`config.mk`:
```
export PLATFORM = sky130hd
export DESIGN_NAME = sow_engine
export DESIGN_NICKNAME = d
export VERILOG_FILES = /design/src/sow_pkg.sv /design/src/sow_engine.sv /design/src/sow_fifo.sv
export SDC_FILE = /design/constraint.sdc
export NUM_CORES = 1
export LEC_CHECK = 0
export BUFFER_PORTS_ARGS = -buffer_cell sky130_fd_sc_hd__buf_2
export CAP_MARGIN = 15
export CORE_ASPECT_RATIO = 1.25
export CORE_UTILIZATION = 57
export CTS_BUF_LIST = sky130_fd_sc_hd__clkbuf_16
export DETAILED_ROUTE_END_ITERATION = 16
export GPL_ROUTABILITY_DRIVEN = 0
export PLACE_DENSITY = 0.86
export SLEW_MARGIN = 40
export SYNTH_ARGS = -nofsm -noshare
export SYNTH_HDL_FRONTEND = slang
export SYNTH_SLANG_ARGS = --single-unit
```
`constraint.sdc`:
```
create_clock -name clk -period 5.42 [get_ports clk]
set_input_delay 1.084 -clock clk [delete_from_list [all_inputs] [get_ports clk]]
set_output_delay 1.084 -clock clk [all_outputs]
set_load 0.005 [all_outputs]
```
`src/sow_pkg.sv`:
```
// constants, field layouts and carrier types of the sanitize overwrite engine
// assumes one 40 MHz clock and an Avalon-MM master reaching the registers
//
// What this block does
// - A reserved service action code ends the command with check condition, illegal request, invalid field in CDB.
// - The overwrite service action writes the pattern to the medium once per requested pass.
// - The cryptographic erase service action replaces the internal key so old data cannot be read.
// - Exit failure mode leaves the failed state when the failed command had the exit permit bit set.
// - Exit failure mode is rejected when the failed command had the exit permit bit clear.
// - Any service action other than overwrite needs a zero parameter list length, else illegal request.
// - Early status clear reports status at the end; early status set reports good status at once.
// - The pass count gives the number of passes; a zero count ends with invalid field in parameter list.
// - With invert clear, pattern and protection bytes are written unchanged on every pass.
// - With invert set, pattern and protection bytes are complemented from each pass to the next.
// - Parameter bytes 2 and 3, high byte first, give the pattern length; the pattern starts at byte 4.
// - A zero pattern length or one above the block length ends with invalid field in parameter list.
// - The pattern repeats as often as needed to fill the user data of each block.
// - Each block starts again at the first pattern byte.
// - Protection information bytes are all ones in every overwritten block of an uncomplemented pass.
package sow_pkg;
    // register byte offsets
    localparam logic [4:0] OFS_CMD    = 5'h00;
    localparam logic [4:0] OFS_PARAM  = 5'h04;
    localparam logic [4:0] OFS_GEOM   = 5'h08;
    localparam logic [4:0] OFS_BLKCNT = 5'h0c;
    localparam logic [4:0] OFS_STATUS = 5'h10;
    // command and geometry register fields
    localparam int CMD_LEN_LSB = 8;
    localparam int CMD_START   = 31;
    localparam int GEOM_PI     = 16;
    // reset values
    localparam logic [15:0] RST_BLKLEN = 16'h0200;
    localparam logic [15:0] RST_BLKCNT = 16'h0001;
    // service actions
    localparam logic [4:0] SA_OVW  = 5'h01;
    localparam logic [4:0] SA_CRY  = 5'h03;
    localparam logic [4:0] SA_EXIT = 5'h1f;
    // sense data
    localparam logic [3:0] SK_ILLEGAL = 4'h5;
    localparam logic [3:0] SK_MEDIUM  = 4'h3;
    localparam logic [7:0] ASC_CDB    = 8'h24;
    localparam logic [7:0] ASC_PARAM  = 8'h26;
    localparam logic [7:0] ASC_MEDIUM = 8'h31;
    // overwrite geometry
    localparam int         PAT_MAX  = 64;
    localparam logic [4:0] PI_BYTES = 5'h08;
    localparam logic [7:0] PI_FILL  = 8'hff;
    localparam int         FIFO_W   = 8;
    localparam int         FIFO_D   = 32;
    localparam logic [1:0] HDR_LAST = 2'h3;

    // cdb byte 1 as received
    typedef struct packed {
        logic       immed;
        logic       rsvd;
        logic       permit;
        logic [4:0] sa;
    } sow_cdb_t;

    // sense data carried with status
    typedef struct packed {
        logic [3:0] key;
        logic [7:0] asc;
    } sow_sense_t;
endpackage

```
`src/sow_engine.sv`:
```
// sanitize command checker and overwrite fill generator
// assumes an Avalon-MM master on the register port and a media writer on the fill port
//
// Implementation choices: the register addresses and the Avalon-MM slave port.
`timescale 1ns/1ps
module sow_engine (
    // clock and reset
    input  wire logic        clk,
    input  wire logic        rst_n,
    // avalon-mm slave
    input  wire logic [4:0]  avs_address,
    input  wire logic        avs_read,
    input  wire logic        avs_write,
    input  wire logic [31:0] avs_writedata,
    output logic [31:0]      avs_readdata,
    output logic             avs_waitrequest,
    // fill stream to media
    output logic             fill_valid,
    input  wire logic        fill_ready,
    output logic [7:0]       fill_data,
    output logic             fill_pi,
    output logic             fill_last,
    // media side events
    input  wire logic        media_fail,
    output logic             key_replace
);
    typedef enum logic [2:0] {ST_IDLE, ST_DECODE, ST_HDR, ST_PAT, ST_FILL, ST_DONE} sow_state_t;

    sow_state_t          state_r;
    sow_pkg::sow_cdb_t   cdb_r;
    sow_pkg::sow_sense_t sense_r;
    logic [15:0]         plen_r;
    logic [15:0]         blklen_r;
    logic                pi_en_r;
    logic [15:0]         blkcnt_r;
    logic                wait_r;
    logic [31:0]         rdata_r;
    logic                done_r;
    logic                cc_r;
    logic                early_r;
    logic                failed_r;
    logic                permit_r;
    logic [7:0]          keygen_r;
    logic                key_r;
    logic                inv_r;
    logic [7:0]          cnt_r;
    logic [15:0]         len_r;
    logic [1:0]          hdr_r;
    logic [7:0]          pat_r [sow_pkg::PAT_MAX];
    logic [15:0]         pidx_r;
    logic [16:0]         byte_r;
    logic [15:0]         blk_r;
    logic [7:0]          pass_r;
    logic [7:0]          mask_r;
    logic                fv_r;
    logic [7:0]          fd_r;
    logic                fpi_r;
    logic                flast_r;
    // combinational
    logic                acc;
    logic                wr_param;
    logic                start;
    logic                fifo_in_ready;
    logic                fifo_out_valid;
    logic [7:0]          fifo_out_data;
    logic                pop;
    logic                in_dec;
    logic                ev_cdb_err;
    logic                ev_exit_bad;
    logic                ev_exit_ok;
    logic                ev_crypto;
    logic [15:0]         hdr_len;
    logic                ev_par_err;
    logic                ev_media;
    logic                ev_end;
    logic                load;
    logic [16:0]         blk_total;
    logic                in_pi;
    logic                blk_end;
    logic                pass_end;
    logic                fill_end;
    logic [7:0]          gen;

    // reserved service action codes
    function automatic logic is_rsvd(input logic [4:0] sa);
        return !(sa == sow_pkg::SA_OVW || sa == sow_pkg::SA_CRY || sa == sow_pkg::SA_EXIT);
    endfunction

    // bus request accepted at the edge where waitrequest is low
    assign acc      = (avs_read || avs_write) && !wait_r;
    assign wr_param = acc && avs_write && (avs_address == sow_pkg::OFS_PARAM);
    assign start    = acc && avs_write && (avs_address == sow_pkg::OFS_CMD)
                      && avs_writedata[sow_pkg::CMD_START] && (state_r == ST_IDLE);

    // parameter byte buffer
    sow_fifo #(
        .W(sow_pkg::FIFO_W),
        .D(sow_pkg::FIFO_D)
    ) u_fifo (
        .clk      (clk),
        .rst_n    (rst_n),
        .in_valid (wr_param),
        .in_ready (fifo_in_ready),
        .in_data  (avs_writedata[7:0]),
        .out_valid(fifo_out_valid),
        .out_ready(pop),
        .out_data (fifo_out_data)
    );

    // waitrequest and read data; parameter writes stall while the fifo is full
    always_ff @(posedge clk or negedge rst_n) begin
        if (!rst_n) begin
            wait_r  <= 1'b1;
            rdata_r <= 32'h0;
        end else if (wait_r && (avs_read || avs_write)) begin
            if (!(avs_write && avs_address == sow_pkg::OFS_PARAM && !fifo_in_ready)) begin
                wait_r <= 1'b0;
            end
            case (avs_address)
                sow_pkg::OFS_CMD:    rdata_r <= {8'h0, plen_r, cdb_r};
                sow_pkg::OFS_GEOM:   rdata_r <= {15'h0, pi_en_r, blklen_r};
                sow_pkg::OFS_BLKCNT: rdata_r <= {16'h0, blkcnt_r};
                sow_pkg::OFS_STATUS: rdata_r <= {keygen_r, sense_r.asc, 4'h0, sense_r.key,
                                                 3'h0, permit_r, failed_r, cc_r, done_r,
                                                 (state_r != ST_IDLE)};
                default:             rdata_r <= 32'h0;
            endcase
        end else begin
            wait_r <= 1'b1;
        end
    end

    // software-written registers
    always_ff @(posedge clk or negedge rst_n) begin
        if (!rst_n) begin
            cdb_r    <= '0;
            plen_r   <= 16'h0;
            blklen_r <= sow_pkg::RST_BLKLEN;
            pi_en_r  <= 1'b0;
            blkcnt_r <= sow_pkg::RST_BLKCNT;
        end else if (start) begin
            cdb_r  <= avs_writedata[7:0];
            plen_r <= avs_writedata[sow_pkg::CMD_LEN_LSB +: 16];
        end else if (acc && avs_write && state_r == ST_IDLE) begin
            if (avs_address == sow_pkg::OFS_GEOM) begin
                blklen_r <= avs_writedata[15:0];
                pi_en_r  <= avs_writedata[sow_pkg::GEOM_PI];
            end
            if (avs_address == sow_pkg::OFS_BLKCNT) begin
                blkcnt_r <= avs_writedata[15:0];
            end
        end
    end

    // command decode and parse events
    always_comb begin
        in_dec      = (state_r == ST_DECODE);
        ev_cdb_err  = in_dec && (is_rsvd(cdb_r.sa)
                      || (cdb_r.sa != sow_pkg::SA_OVW && plen_r != 16'h0));
        ev_exit_bad = in_dec && !ev_cdb_err && cdb_r.sa == sow_pkg::SA_EXIT
                      && failed_r && !permit_r;
        ev_exit_ok  = in_dec && !ev_cdb_err && cdb_r.sa == sow_pkg::SA_EXIT
                      && failed_r && permit_r;
        ev_crypto   = in_dec && !ev_cdb_err && cdb_r.sa == sow_pkg::SA_CRY;
        pop         = ((state_r == ST_HDR || state_r == ST_PAT || state_r == ST_DONE))
                      && fifo_out_valid;
        hdr_len     = {len_r[7:0], fifo_out_data};
        ev_par_err  = state_r == ST_HDR && pop && hdr_r == sow_pkg::HDR_LAST
                      && (cnt_r == 8'h0
                      || hdr_len == 16'h0 || hdr_len > blklen_r
                      || hdr_len > 16'(sow_pkg::PAT_MAX));
        ev_media    = (state_r == ST_FILL) && media_fail;
        ev_end      = (state_r == ST_DONE) && !fv_r && !fifo_out_valid;
    end

    // fill position decode
    always_comb begin
        blk_total = {1'b0, blklen_r} + (pi_en_r ? 17'(sow_pkg::PI_BYTES) : 17'h0);
        in_pi     = (byte_r >= {1'b0, blklen_r});
        blk_end   = (byte_r == blk_total - 17'h1);
        pass_end  = blk_end && (blk_r == blkcnt_r - 16'h1);
        fill_end  = pass_end && (pass_r == cnt_r - 8'h1);
        load      = (state_r == ST_FILL) && !media_fail && (!fv_r || fill_ready);
        gen       = (in_pi ? sow_pkg::PI_FILL : pat_r[pidx_r[5:0]]) ^ mask_r;
    end

    // sequencer
    always_ff @(posedge clk or negedge rst_n) begin
        if (!rst_n) begin
            state_r <= ST_IDLE;
        end else begin
            case (state_r)
                ST_IDLE: begin
                    if (start) begin
                        state_r <= ST_DECODE;
                    end
                end
                ST_DECODE: begin
                    if (!ev_cdb_err && cdb_r.sa == sow_pkg::SA_OVW) begin
                        state_r <= ST_HDR;
                    end else begin
                        state_r <= ST_DONE;
                    end
                end
                ST_HDR: begin
                    if (ev_par_err) begin
                        state_r <= ST_DONE;
                    end else if (pop && hdr_r == sow_pkg::HDR_LAST) begin
                        state_r <= ST_PAT;
                    end
                end
                ST_PAT: begin
                    if (pop && pidx_r == len_r - 16'h1) begin
                        state_r <= (blkcnt_r == 16'h0) ? ST_DONE : ST_FILL;
                    end
                end
                ST_FILL: begin
                    if (ev_media || (load && fill_end)) begin
                        state_r <= ST_DONE;
                    end
                end
                ST_DONE: begin
                    if (ev_end) begin
                        state_r <= ST_IDLE;
                    end
                end
                default: state_r <= ST_IDLE;
            endcase
        end
    end

    // header capture; test bits of byte 0 are dropped
    always_ff @(posedge clk or negedge rst_n) begin
        if (!rst_n) begin
            hdr_r <= 2'h0;
            inv_r <= 1'b0;
            cnt_r <= 8'h0;
            len_r <= 16'h0;
        end else if (in_dec) begin
            hdr_r <= 2'h0;
        end else if (state_r == ST_HDR && pop) begin
            hdr_r <= hdr_r + 2'h1;
            case (hdr_r)
                2'h0: begin
                    inv_r <= fifo_out_data[7];
                    cnt_r <= {3'h0, fifo_out_data[4:0]};
                end
                2'h2: len_r <= {8'h0, fifo_out_data};
                2'h3: len_r <= hdr_len;
                default: ;
            endcase
        end
    end

    // pattern storage
    always_ff @(posedge clk) begin
        if (state_r == ST_PAT && pop) begin
            pat_r[pidx_r[5:0]] <= fifo_out_data;
        end
    end

    // pattern index, block, pass and invert mask
    always_ff @(posedge clk or negedge rst_n) begin
        if (!rst_n) begin
            pidx_r <= 16'h0;
            byte_r <= 17'h0;
            blk_r  <= 16'h0;
            pass_r <= 8'h0;
            mask_r <= 8'h0;
        end else if (state_r == ST_HDR) begin
            pidx_r <= 16'h0;
            byte_r <= 17'h0;
            blk_r  <= 16'h0;
            pass_r <= 8'h0;
            mask_r <= 8'h0;
        end else if (state_r == ST_PAT && pop) begin
            pidx_r <= (pidx_r == len_r - 16'h1) ? 16'h0 : pidx_r + 16'h1;
        end else if (load) begin
            if (blk_end) begin
                byte_r <= 17'h0;
                pidx_r <= 16'h0;
                blk_r  <= pass_end ? 16'h0 : blk_r + 16'h1;
                if (pass_end) begin
                    pass_r <= pass_r + 8'h1;
                    mask_r <= mask_r ^ {8{inv_r}};
                end
            end else begin
                byte_r <= byte_r + 17'h1;
                if (!in_pi) begin
                    pidx_r <= (pidx_r == len_r - 16'h1) ? 16'h0 : pidx_r + 16'h1;
                end
            end
        end
    end

    // fill output stage
    always_ff @(posedge clk or negedge rst_n) begin
        if (!rst_n) begin
            fv_r    <= 1'b0;
            fd_r    <= 8'h0;
            fpi_r   <= 1'b0;
            flast_r <= 1'b0;
        end else if (load) begin
            fv_r    <= 1'b1;
            fd_r    <= gen;
            fpi_r   <= in_pi;
            flast_r <= fill_end;
        end else if (fill_ready) begin
            fv_r <= 1'b0;
        end
    end

    // status, sense and sanitize-failed state
    always_ff @(posedge clk or negedge rst_n) begin
        if (!rst_n) begin
            done_r   <= 1'b0;
            cc_r     <= 1'b0;
            early_r  <= 1'b0;
            sense_r  <= '0;
            failed_r <= 1'b0;
            permit_r <= 1'b0;
        end else if (start) begin
            done_r  <= 1'b0;
            cc_r    <= 1'b0;
            sense_r <= '0;
        end else if (in_dec) begin
            early_r <= cdb_r.immed;
            done_r  <= ev_cdb_err || ev_exit_bad || cdb_r.immed;
            cc_r    <= ev_cdb_err || ev_exit_bad;
            if (ev_cdb_err || ev_exit_bad) begin
                sense_r <= '{key: sow_pkg::SK_ILLEGAL, asc: sow_pkg::ASC_CDB};
            end
            if (ev_exit_ok) begin
                failed_r <= 1'b0;
            end
        end else if (ev_par_err) begin
            cc_r    <= !early_r;
            sense_r <= '{key: sow_pkg::SK_ILLEGAL, asc: sow_pkg::ASC_PARAM};
        end else if (ev_media) begin
            cc_r     <= !early_r;
            sense_r  <= '{key: sow_pkg::SK_MEDIUM, asc: sow_pkg::ASC_MEDIUM};
            failed_r <= 1'b1;
            permit_r <= cdb_r.permit;
        end else if (ev_end) begin
            done_r <= 1'b1;
        end
    end

    // key generation count and replace pulse
    always_ff @(posedge clk or negedge rst_n) begin
        if (!rst_n) begin
            keygen_r <= 8'h0;
            key_r    <= 1'b0;
        end else begin
            key_r <= ev_crypto;
            if (ev_crypto) begin
                keygen_r <= keygen_r + 8'h1;
            end
        end
    end

    assign avs_waitrequest = wait_r;
    assign avs_readdata    = rdata_r;
    assign fill_valid      = fv_r;
    assign fill_data       = fd_r;
    assign fill_pi         = fpi_r;
    assign fill_last       = flast_r;
    assign key_replace     = key_r;
endmodule

```
`src/sow_fifo.sv`:
```
// byte fifo between the register port and the parameter list parser
// assumes one clock; push and pop follow valid/ready handshakes
`timescale 1ns/1ps
module sow_fifo #(
    parameter int W = 8,
    parameter int D = 32
) (
    // clock and reset
    input  wire logic         clk,
    input  wire logic         rst_n,
    // fill side
    input  wire logic         in_valid,
    output logic              in_ready,
    input  wire logic [W-1:0] in_data,
    // drain side
    output logic              out_valid,
    input  wire logic         out_ready,
    output logic [W-1:0]      out_data
);
    localparam int AW = $clog2(D);

    logic [W-1:0] mem_r [D];
    logic [AW:0]  wp_r;
    logic [AW:0]  rp_r;
    logic         full;
    logic         empty;

    // flags from pointers with wrap bit
    assign empty     = (wp_r == rp_r);
    assign full      = (wp_r[AW] != rp_r[AW]) && (wp_r[AW-1:0] == rp_r[AW-1:0]);
    assign in_ready  = !full;
    assign out_valid = !empty;
    assign out_data  = mem_r[rp_r[AW-1:0]];

    // write side
    always_ff @(posedge clk or negedge rst_n) begin
        if (!rst_n) begin
            wp_r <= '0;
        end else if (in_valid && !full) begin
            wp_r <= wp_r + 1'b1;
        end
    end

    // storage
    always_ff @(posedge clk) begin
        if (in_valid && !full) begin
            mem_r[wp_r[AW-1:0]] <= in_data;
        end
    end

    // read side
    always_ff @(posedge clk or negedge rst_n) begin
        if (!rst_n) begin
            rp_r <= '0;
        end else if (out_ready && !empty) begin
            rp_r <= rp_r + 1'b1;
        end
    end
endmodule

```
## After elaboration in Yosys (flattened, before gate mapping)

Memories as Yosys holds them, arrays and structs flattened.
Index checks and enable logic that the tools add are counted.

| operators by class | value |
|---|---|
| add/subtract/negate cells | 13 |
| magnitude comparators | 3 |
| equality and inequality tests | 35 |
| muxes and demuxes | 66 |
| bitwise operators | 5 |
| reduce and logical (&&, ||, !) cells | 91 |

Operators with widths:

| cell | count |
|---|---|
| $mux 16 | 11 |
| $pmux 32 s4 | 1 |
| $mux 8 | 11 |
| $mux 17 | 4 |
| $mux 12 | 5 |
| $logic_and 1x1->1 | 37 |
| $add 16x1->16 const B | 2 |
| $eq 16x16->1 | 2 |
| $logic_not 16->1 | 2 |
| $pmux 16 s2 | 1 |
| $sub 16x1->16 const B | 2 |
| $mux 1 | 22 |
| $mux 3 | 7 |
| $pmux 3 s6 | 1 |
| $reduce_and 3->1 | 6 |
| $add 16x4->17 | 1 |
| $add 17x1->17 const B | 1 |
| $eq 17x17->1 | 1 |
| $ge 17x16->1 | 1 |
| $sub 17x1->17 const B | 1 |
| $add 8x1->8 const B | 2 |
| $gt 16x16->1 | 1 |
| $gt 16x7->1 const B | 1 |
| $reduce_bool 16->1 | 1 |
| other kinds (38) | 89 |

| word-level totals | value |
|---|---|
| flip-flop bits (word level) | 231 |
| RAM bits | 768 |
| bits of input ports | 43 |
| output and inout port bits | 45 |
| logic and storage cells | 250 |
| memories kept | 2 |

Memory list:

| name | words | width | rd ports | clocked after Yosys merged registers in | wr ports | RTL line | text |
|---|---|---|---|---|---|---|---|
| pat_r | 64 | 8 | 1 | 0 | 1 | sow_engine.sv:49 | `logic [7:0] pat_r [sow_pkg::PAT_MAX];` |
| u_fifo.mem_r | 32 | 8 | 1 | 0 | 1 | sow_fifo.sv:22 | `logic [W-1:0] mem_r [D];` |

## Depth between registers and ports, before layout

Gate-level depths: netlist (run 1).

| depth | value |
|---|---|
| word-level depth | 15 |
| gate-level depth with buffers | 19 |
| gate-level depth less buffers | 15 |

## Hierarchy

Synthesis (run 1) repeated with hierarchy kept, for this count alone.

| second synthesis, totals | value |
|---|---|
| cells, all modules | 2982 |
| area total of the unflattened synthesis | 42363.1 um2 |

By module, submodules not included:

| module | times used | cells each | area an instance (um2) | seq. area each (um2) |
|---|---|---|---|---|
| sow_engine | 1 | 2442 | 31768.0 | 20658.6 |
| sow_fifo | 1 | 540 | 10595.2 | 7987.7 |

## Worst setup path after synthesis (run 1)

Ideal clock, no wire load.

| timing path | value |
|---|---|
| path kind | register to register |
| start | register u_fifo.rp_r[1] |
| end | register cc_r |
| setup time | 0.128 ns |
| data arrival time | 5.751 ns |
| data required time | 5.292 ns |
| slack | -0.459 ns |
| stages on the path, launching flop included | 17 |
| cell sequence | dfrtp_1 buf_4 buf_4 buf_2 buf_2 mux4_2 o211ai_1 a22oi_1 ha_1 a21oi_1 nand2_1 a211oi_1 nor4_1 or4_1 o31a_1 nor2_1 mux2_1 |

| on the way | value |
|---|---|
| longest elaborated chain between the ends | 9 |
| elaborated cells on any way between the ends | 17 |

RTL lines:

| element | RTL line | text |
|---|---|---|
| start, declared | sow_fifo.sv:24 | `logic [AW:0] rp_r;` |
| start signal, assigned | sow_fifo.sv:56 | `rp_r <= rp_r + 1'b1;` |
| $mem_v2 32x8 (*) | - |  |
| named net fifo_out_data[6] | sow_engine.sv:65 | `logic [7:0] fifo_out_data;` |
| branches (longest 3 deep; another with $gt 16x16->1) | - |  |
| $logic_or 1x1->1 (*) | sow_engine.sv:171 | `\|\| hdr_len > 16'(sow_pkg::PAT_MAX));` |
| $logic_and 1x1->1 (*) | sow_engine.sv:169 | `&& (cnt_r == 8'h0` |
| $mux 1 | sow_engine.sv:336 | `end else if (ev_par_err) begin` |
| $mux 1 | sow_engine.sv:326 | `end else if (in_dec) begin` |
| $mux 1 | sow_engine.sv:322 | `end else if (start) begin` |
| end signal, assigned | sow_engine.sv:329 | `cc_r <= ev_cdb_err \|\| ev_exit_bad;` |
| end signal, assigned | sow_engine.sv:337 | `cc_r <= !early_r;` |
| end signal, assigned | sow_engine.sv:340 | `cc_r <= !early_r;` |
| end, declared | sow_engine.sv:39 | `logic cc_r;` |

Mark *: on every way through the listed nets, which the timed path passes.
A chain may end at the register's enable or synchronous reset.

## Worst setup path after layout (run 1)

| timing path | value |
|---|---|
| start | register u_fifo.rp_r[0] |
| end | register cc_r |

The elaborated chain is that of the path after synthesis.

==> results of run 1 <==
cell usage in the layout (no fill, tap or decap), drive strengths merged, types with 8 or more instances in the layout:
cell type  instances
a22oi            230
a41oi             12
buf              145
o211ai            12
o21bai             8
clkinv            31
a21o              17
bufinv            13
edfxtp           768
mux2i             44
o221ai             9
a221oi            31
o21ai            123
nor3              33
nor3b             10
or3                8
and2              10
nand4             80
xnor2             78
nand3b            15
nor2b             27
inv               73
nor4              23
xor2              47
nor2             208
mux2              66
clkbuf            94
nand2b            25
and3              24
a21oi             71
nand2            186
dfrtp            220
a22o              51
a31oi             17
ha                65
mux4              55
nand3             54
a211oi            14
through the flow:
step | util (%) | worst slack (ns) | instances | hold WS (ns)
detailed placement | 59.9 | 0.664 | 3909 | 0.465
global route | 64.3 | 0.359 | 4075 | 0.287
CTS | 64.1 | 0.613 | 4074 | 0.470
global placement | 59.8 | 0.720 | 3909 | 0.442
finish | 64.3 | 0.637 | 4076 | 0.282
floorplan | - | 0.444 | 2972 | 0.426
flip-flops by register name (all words and copies together), names as in the netlist, 16 cells and up:
name and count:
pat_r 512, blk_r 16, pidx_r 16, u_fifo.mem_r 256
len_r 16, avs_readdata 32, blkcnt_r 16, byte_r 17
blklen_r 16, plen_r 16
report_power, final:
group	internal, W	switching, W
sequential	0.00977	0.000375
combinational	0.00218	0.00496
clock	0.00378	0.00282
total	0.0157	0.00816
Yosys cell counts, types with 47 or more instances:
cell	instances	area, um2
dfrtp_1	220	5510
clkbuf_1	108	405
o21ai_0	113	566
xnor2_1	77	674
a21oi_1	70	350
nor2_1	207	777
nand3_1	54	270
xor2_1	47	412
mux2_2	63	709
ha_1	65	813
inv_1	51	191
a22oi_1	230	1730
mux4_2	53	1190
a22o_1	51	447
nand2_1	186	698
nand4_1	78	488
edfxtp_1	768	23100
logic make-up after synthesis:
| family | after synthesis | share of synthesized area, % |
|---|---|---|
| multiplexers | 165 | 5.72 |
| flip-flops | 991 | 67.5 |
| AO/OA/AOI/OAI | 661 | 11.1 |
| buffers and inverters | 218 | 2.19 |
| adder cells (fa/ha/maj) | 66 | 1.96 |
| XOR/XNOR | 125 | 2.60 |
| AND/OR/NAND/NOR | 746 | 9.03 |
per-layer routing:
layer	vias up	track usage, %
li1	11700	-
met1	13500	34.0
met2	1982	47.0
met3	441	5.90
met4	2	16.6
met5	-	0
worst paths after layout:
path	start	end	slack [ns]	depth (start not counted)
setup reg to reg	u_fifo.rp_r[0]	cc_r	0.64	16
hold / removal	rst_n	u_fifo.wp_r[4]	0.28	1
min in group clk	avs_readdata[23]	avs_readdata[23]	0.47	2
max in group asynchronous	rst_n	byte_r[10]	3.70	3
hold reg to reg	avs_readdata[23]	avs_readdata[23]	0.47	2
setup / recovery	u_fifo.rp_r[0]	cc_r	0.64	16
layout make-up:
cell class,instances,area share (%)
flip-flops and latches,991,60.7
clock inverters,71,1.60
clock buffers,94,4.98
multi-input cells,1763,27.8
well taps,960,2.54
inverters,51,0.405
repair buffers,145,1.97
diodes,1,0.00530
worst max-delay path: cells and delay by family (launching register included):
kind / cells / cell delay (ns)
and+or+nand+nor: 7 / 1.28
DFF: 1 / 0.82
buffers and inverters: 2 / 0.45
adders and majority gates: 1 / 0.28
muxes: 2 / 0.91
AOI/OAI and AO/OA: 4 / 0.92
==> impl_metrics.yaml, run 1 <==
power_and_ir_drop:
  ir_drop_v: 0.000569
  p_leak_nw: 16.9
  power.total_w: 0.0239
  power_density_nw_per_um2: 506
job:
  cap_violations: 0
timing:
  hold_violations: 0
  fmax_mhz: 209
  setup_viol: 0
  finalCritPeriodShare_pct: 88.2
  slew_viol_final: 0
  fin_skew_ns: 0.0765
  fin_crit_ns: 4.78
  rsz0062_at_grt: "false"
  tns_ns: 0
  maxSlewHeadroom_pct: 37.5
  worstMarginPinSlew_ns: 0.934
synth:
  netlist_area_um2: 42500
  synth_cells: 2972
  synth_edf_count: 768
  async_reset_ff_share_pct: 22.5
  ys_warn_count: 0
  ys_ff_latch: 991
  syn-num-nets: 3081
  yosysSeqAreaShare_pct: 67.5
  ys.flop_type: "edfxtp_1"
  syn_avg_cell_area_um2: 14.3
  ys_types: 97
cells_and_area:
  fillCellCount: 4802
  regArea_um2: 28700
  multi_input_area_um2: 13100
  syn_to_final_growth_pct: 11.2
  drive_gt1_share_pct: 15.9
  nets: 3153
  fin_area_um2: 47200
clocking:
  clock_latency_ns: 0.70
  cts_root_buffer: "clkbuf_16"
  tritoncts: "built"
  cts_resized: 0
  cts.sinks: 991
  clock_path_buffers: 3
  clkSlewWorstSetupHoldPaths_ns: 0.07
  cts_max_level: 3
  numCtsBuffers: 92
  postCtsHoldBufs: 0
  cts_setup_buffers: 0
placement:
  postPlaceCellArea_um2: 44000
  io_buffers: 80
  place_hpwl_mm: 66.0
detailed_routing:
  wl_met3_mm: 11.1
  wl_per_cell_um: 26.3
  route.met2.wl_mm: 52.8
  route.detailed.drc: 0
  drt_iter0_drc: 3837
  drt_wl_total_mm: 107
  firstDrtPassIters: 6
  met1_length_mm: 36.6
  vias: 27700
  via_per_inst: 6.80
  ant_nets: 0
  routed.top_layer: "met5"
floorplan:
  dieWidth_um: 246
  die_h_um: 307
  die_area_um2: 75600
  rows: 111
  start_util_pct: 57.8
  io-pin-count: 88
  core_area_um2: 73500
setup_path:
  cpPeakStageDelay_ns: 0.82
  slowest_stage: "dfrtp_4"
  endpoint_kind: "flop"
  path_max_fanout: 34
  required_ns: 5.98
  arrival_ns: 5.35
  cp-start-kind: "flop"
  cpMostUsedCell: "nand2_1"
  crit_chain: "buf_4 > mux4_2 > nand2_1 > nand4_1 > nand2_1 > inv_2 > ha_1 > nor2b_1 > o211ai_1 > a21oi_1 > a211oi_1 > nor4_1 > or4_1 > o31a_1 > nor2_1 > mux2_1"
  critPathKind: "flop to flop"
grt:
  grt_usage_pct: 28.3
  grt_pass1_wl_mm: 161
  gr-total-overflow: 0
  antenna_found_initial: 2
  grt_pass1_vias: 27300
  grt_start_max_net_pins: 102
hold_path:
  hold_class: "input port to async pin"
run_status:
  status: "complete, no violations"
Note: power is estimated with default switching activity, not from simulation.
==> run 2, diff against run 1 <==
- PLACE_DENSITY: 0.86 -> 0.76
==> impl_metrics.yaml, run 2 (synthesis results as in run 1) <==
run_status:
  status: "complete, no violations"
clocking:
  cts_resized: 0
  cts_setup_buffers: 0
  numCtsBuffers: 92
  cts_max_level: 3
  clkSlewWorstSetupHoldPaths_ns: 0.06
  postCtsHoldBufs: 0
  cts.sinks: 991
  clock_path_buffers: 3
  cts_root_buffer: "clkbuf_16"
  clock_latency_ns: 0.69
  tritoncts: "built"
floorplan:
  dieWidth_um: 246
  die_h_um: 307
  rows: 111
  core_area_um2: 73500
  die_area_um2: 75600
  io-pin-count: 88
  start_util_pct: 57.8
placement:
  pre_cts_slack_ns: 0.522
  io_buffers: 80
  place_hpwl_mm: 67.1
setup_path:
  required_ns: 5.98
  endpoint_kind: "flop"
  cp-start-kind: "flop"
  r2r-end: "cc_r"
  r2r_slack_ns: 0.47
  critical_path.reg2reg.startpoint: "u_fifo.rp_r[2]"
  arrival_ns: 5.51
  critPathKind: "flop to flop"
  r2r_cells: 16
  path_max_fanout: 17
power_and_ir_drop:
  switchingPower_w: 0.00816
  seqPwrFrac_pct: 42.9
  internal_power_w: 0.0155
  switching_share_pct: 34.5
  ir_drop_v: 0.000663
  power_density_nw_per_um2: 502
  power.total_w: 0.0237
  p_leak_nw: 16.9
  clkPwrFrac_pct: 27.0
  pwr-share-comb_pct: 30.2
cells_and_area:
  diodes: 0
  final_cell_mix: "edfxtp_1, a22oi_1, dfrtp_1, nand2_1, nor2_1"
  final_common_cell: "edfxtp_1"
  largest_register_ffs: 512
  fillCellCount: 5068
  fin_util_pct: 64.2
  drive_gt1_share_pct: 16.3
  syn_to_final_growth_pct: 11.0
  nets: 3151
timing:
  worstMarginPinSlew_ns: 0.867
  setup_viol: 0
  fmax_mhz: 202
  maxSlewHeadroom_pct: 42.2
  rsz0062_at_grt: "false"
  slew_viol_final: 0
  worst_slack_ns: 0.468
  hold_violations: 0
  finalCritPeriodShare_pct: 91.4
  tns_ns: 0
  fin_skew_ns: 0.0632
  fin_crit_ns: 4.95
  timing.hold.ws_ns: 0.331
grt:
  gr-total-overflow: 0
  antenna_found_initial: 1
  grt_start_max_net_pins: 102
  grt_pass1_wl_mm: 162
  grt_pass1_vias: 27100
  grt_usage_pct: 28.3
detailed_routing:
  route.detailed.drc: 0
  drt_iter0_drc: 3390
  via_per_inst: 6.63
  vias: 27100
  drt_wl_total_mm: 106
  ant_nets: 0
  wl_per_cell_um: 26.1
  firstDrtPassIters: 8
job:
  cap_violations: 0
hold_path:
  hold_class: "input port to async pin"
run 2: power by group through the flow:
stage	registers (W)	logic (W)	clock network [W]
floorplan	0.0101	0.00439	0
global placement	0.0103	0.00670	0
detailed placement	0.0103	0.00696	0
CTS	0.0101	0.00701	0.00643
global route	0.0102	0.00754	0.00673
finish	0.0101	0.00714	0.00638
run 2: final cells by class:
class | instances | area [um2] | area share (%)
clock buffer | 92 | 2300 | 4.88
timing repair buffer | 143 | 962 | 2.04
inverter | 51 | 191 | 0.406
clock inverter | 81 | 668 | 1.42
tap | 960 | 1200 | 2.55
multi-input combinational | 1763 | 13200 | 27.9
sequential | 991 | 28700 | 60.8
run 2: worst max-delay path by stage:
stage,from,endpoint,slack (ns)
after floorplan,u_fifo.rp_r[1],cc_r,0.44
after global placement,u_fifo.rp_r[2],cc_r,0.60
after detailed placement,u_fifo.rp_r[2],cc_r,0.52
after CTS,u_fifo.rp_r[2],cc_r,0.45
after global routing,u_fifo.rp_r[2],cc_r,0.15
final,u_fifo.rp_r[2],cc_r,0.47
run 2: per-layer routing:
layer | vias to the layer above | global-route usage (%) | routed length [um]
met5 | - | 0 | 0
met4 | 0 | 14.0 | 5070
met3 | 312 | 4.69 | 8630
met2 | 1531 | 47.8 | 53400
met1 | 13500 | 35.5 | 39300
li1 | 11800 | - | -
run 2: worst max-delay path: stages, from the launching register on:
cell	delay (ns)
dfrtp_1	0.82
buf_4	0.39
and2_1	0.54
a22oi_1	0.21
nand3_1	0.19
nand2_1	0.18
inv_2	0.11
ha_1	0.24
nor2b_1	0.15
o211ai_1	0.16
a21oi_1	0.09
a211oi_1	0.26
nor4_1	0.07
or4_1	0.52
o31a_1	0.41
nor2_1	0.15
mux2_1	0.33
run 2: metrics by stage:
step,instances,area [um2]
3_3_place_gp,3907,44000
4_1_cts,4081,47000
3_5_place_dp,3908,44100
2_1_floorplan,2972,42500
6_report,4081,47200
5_1_grt,4081,47200
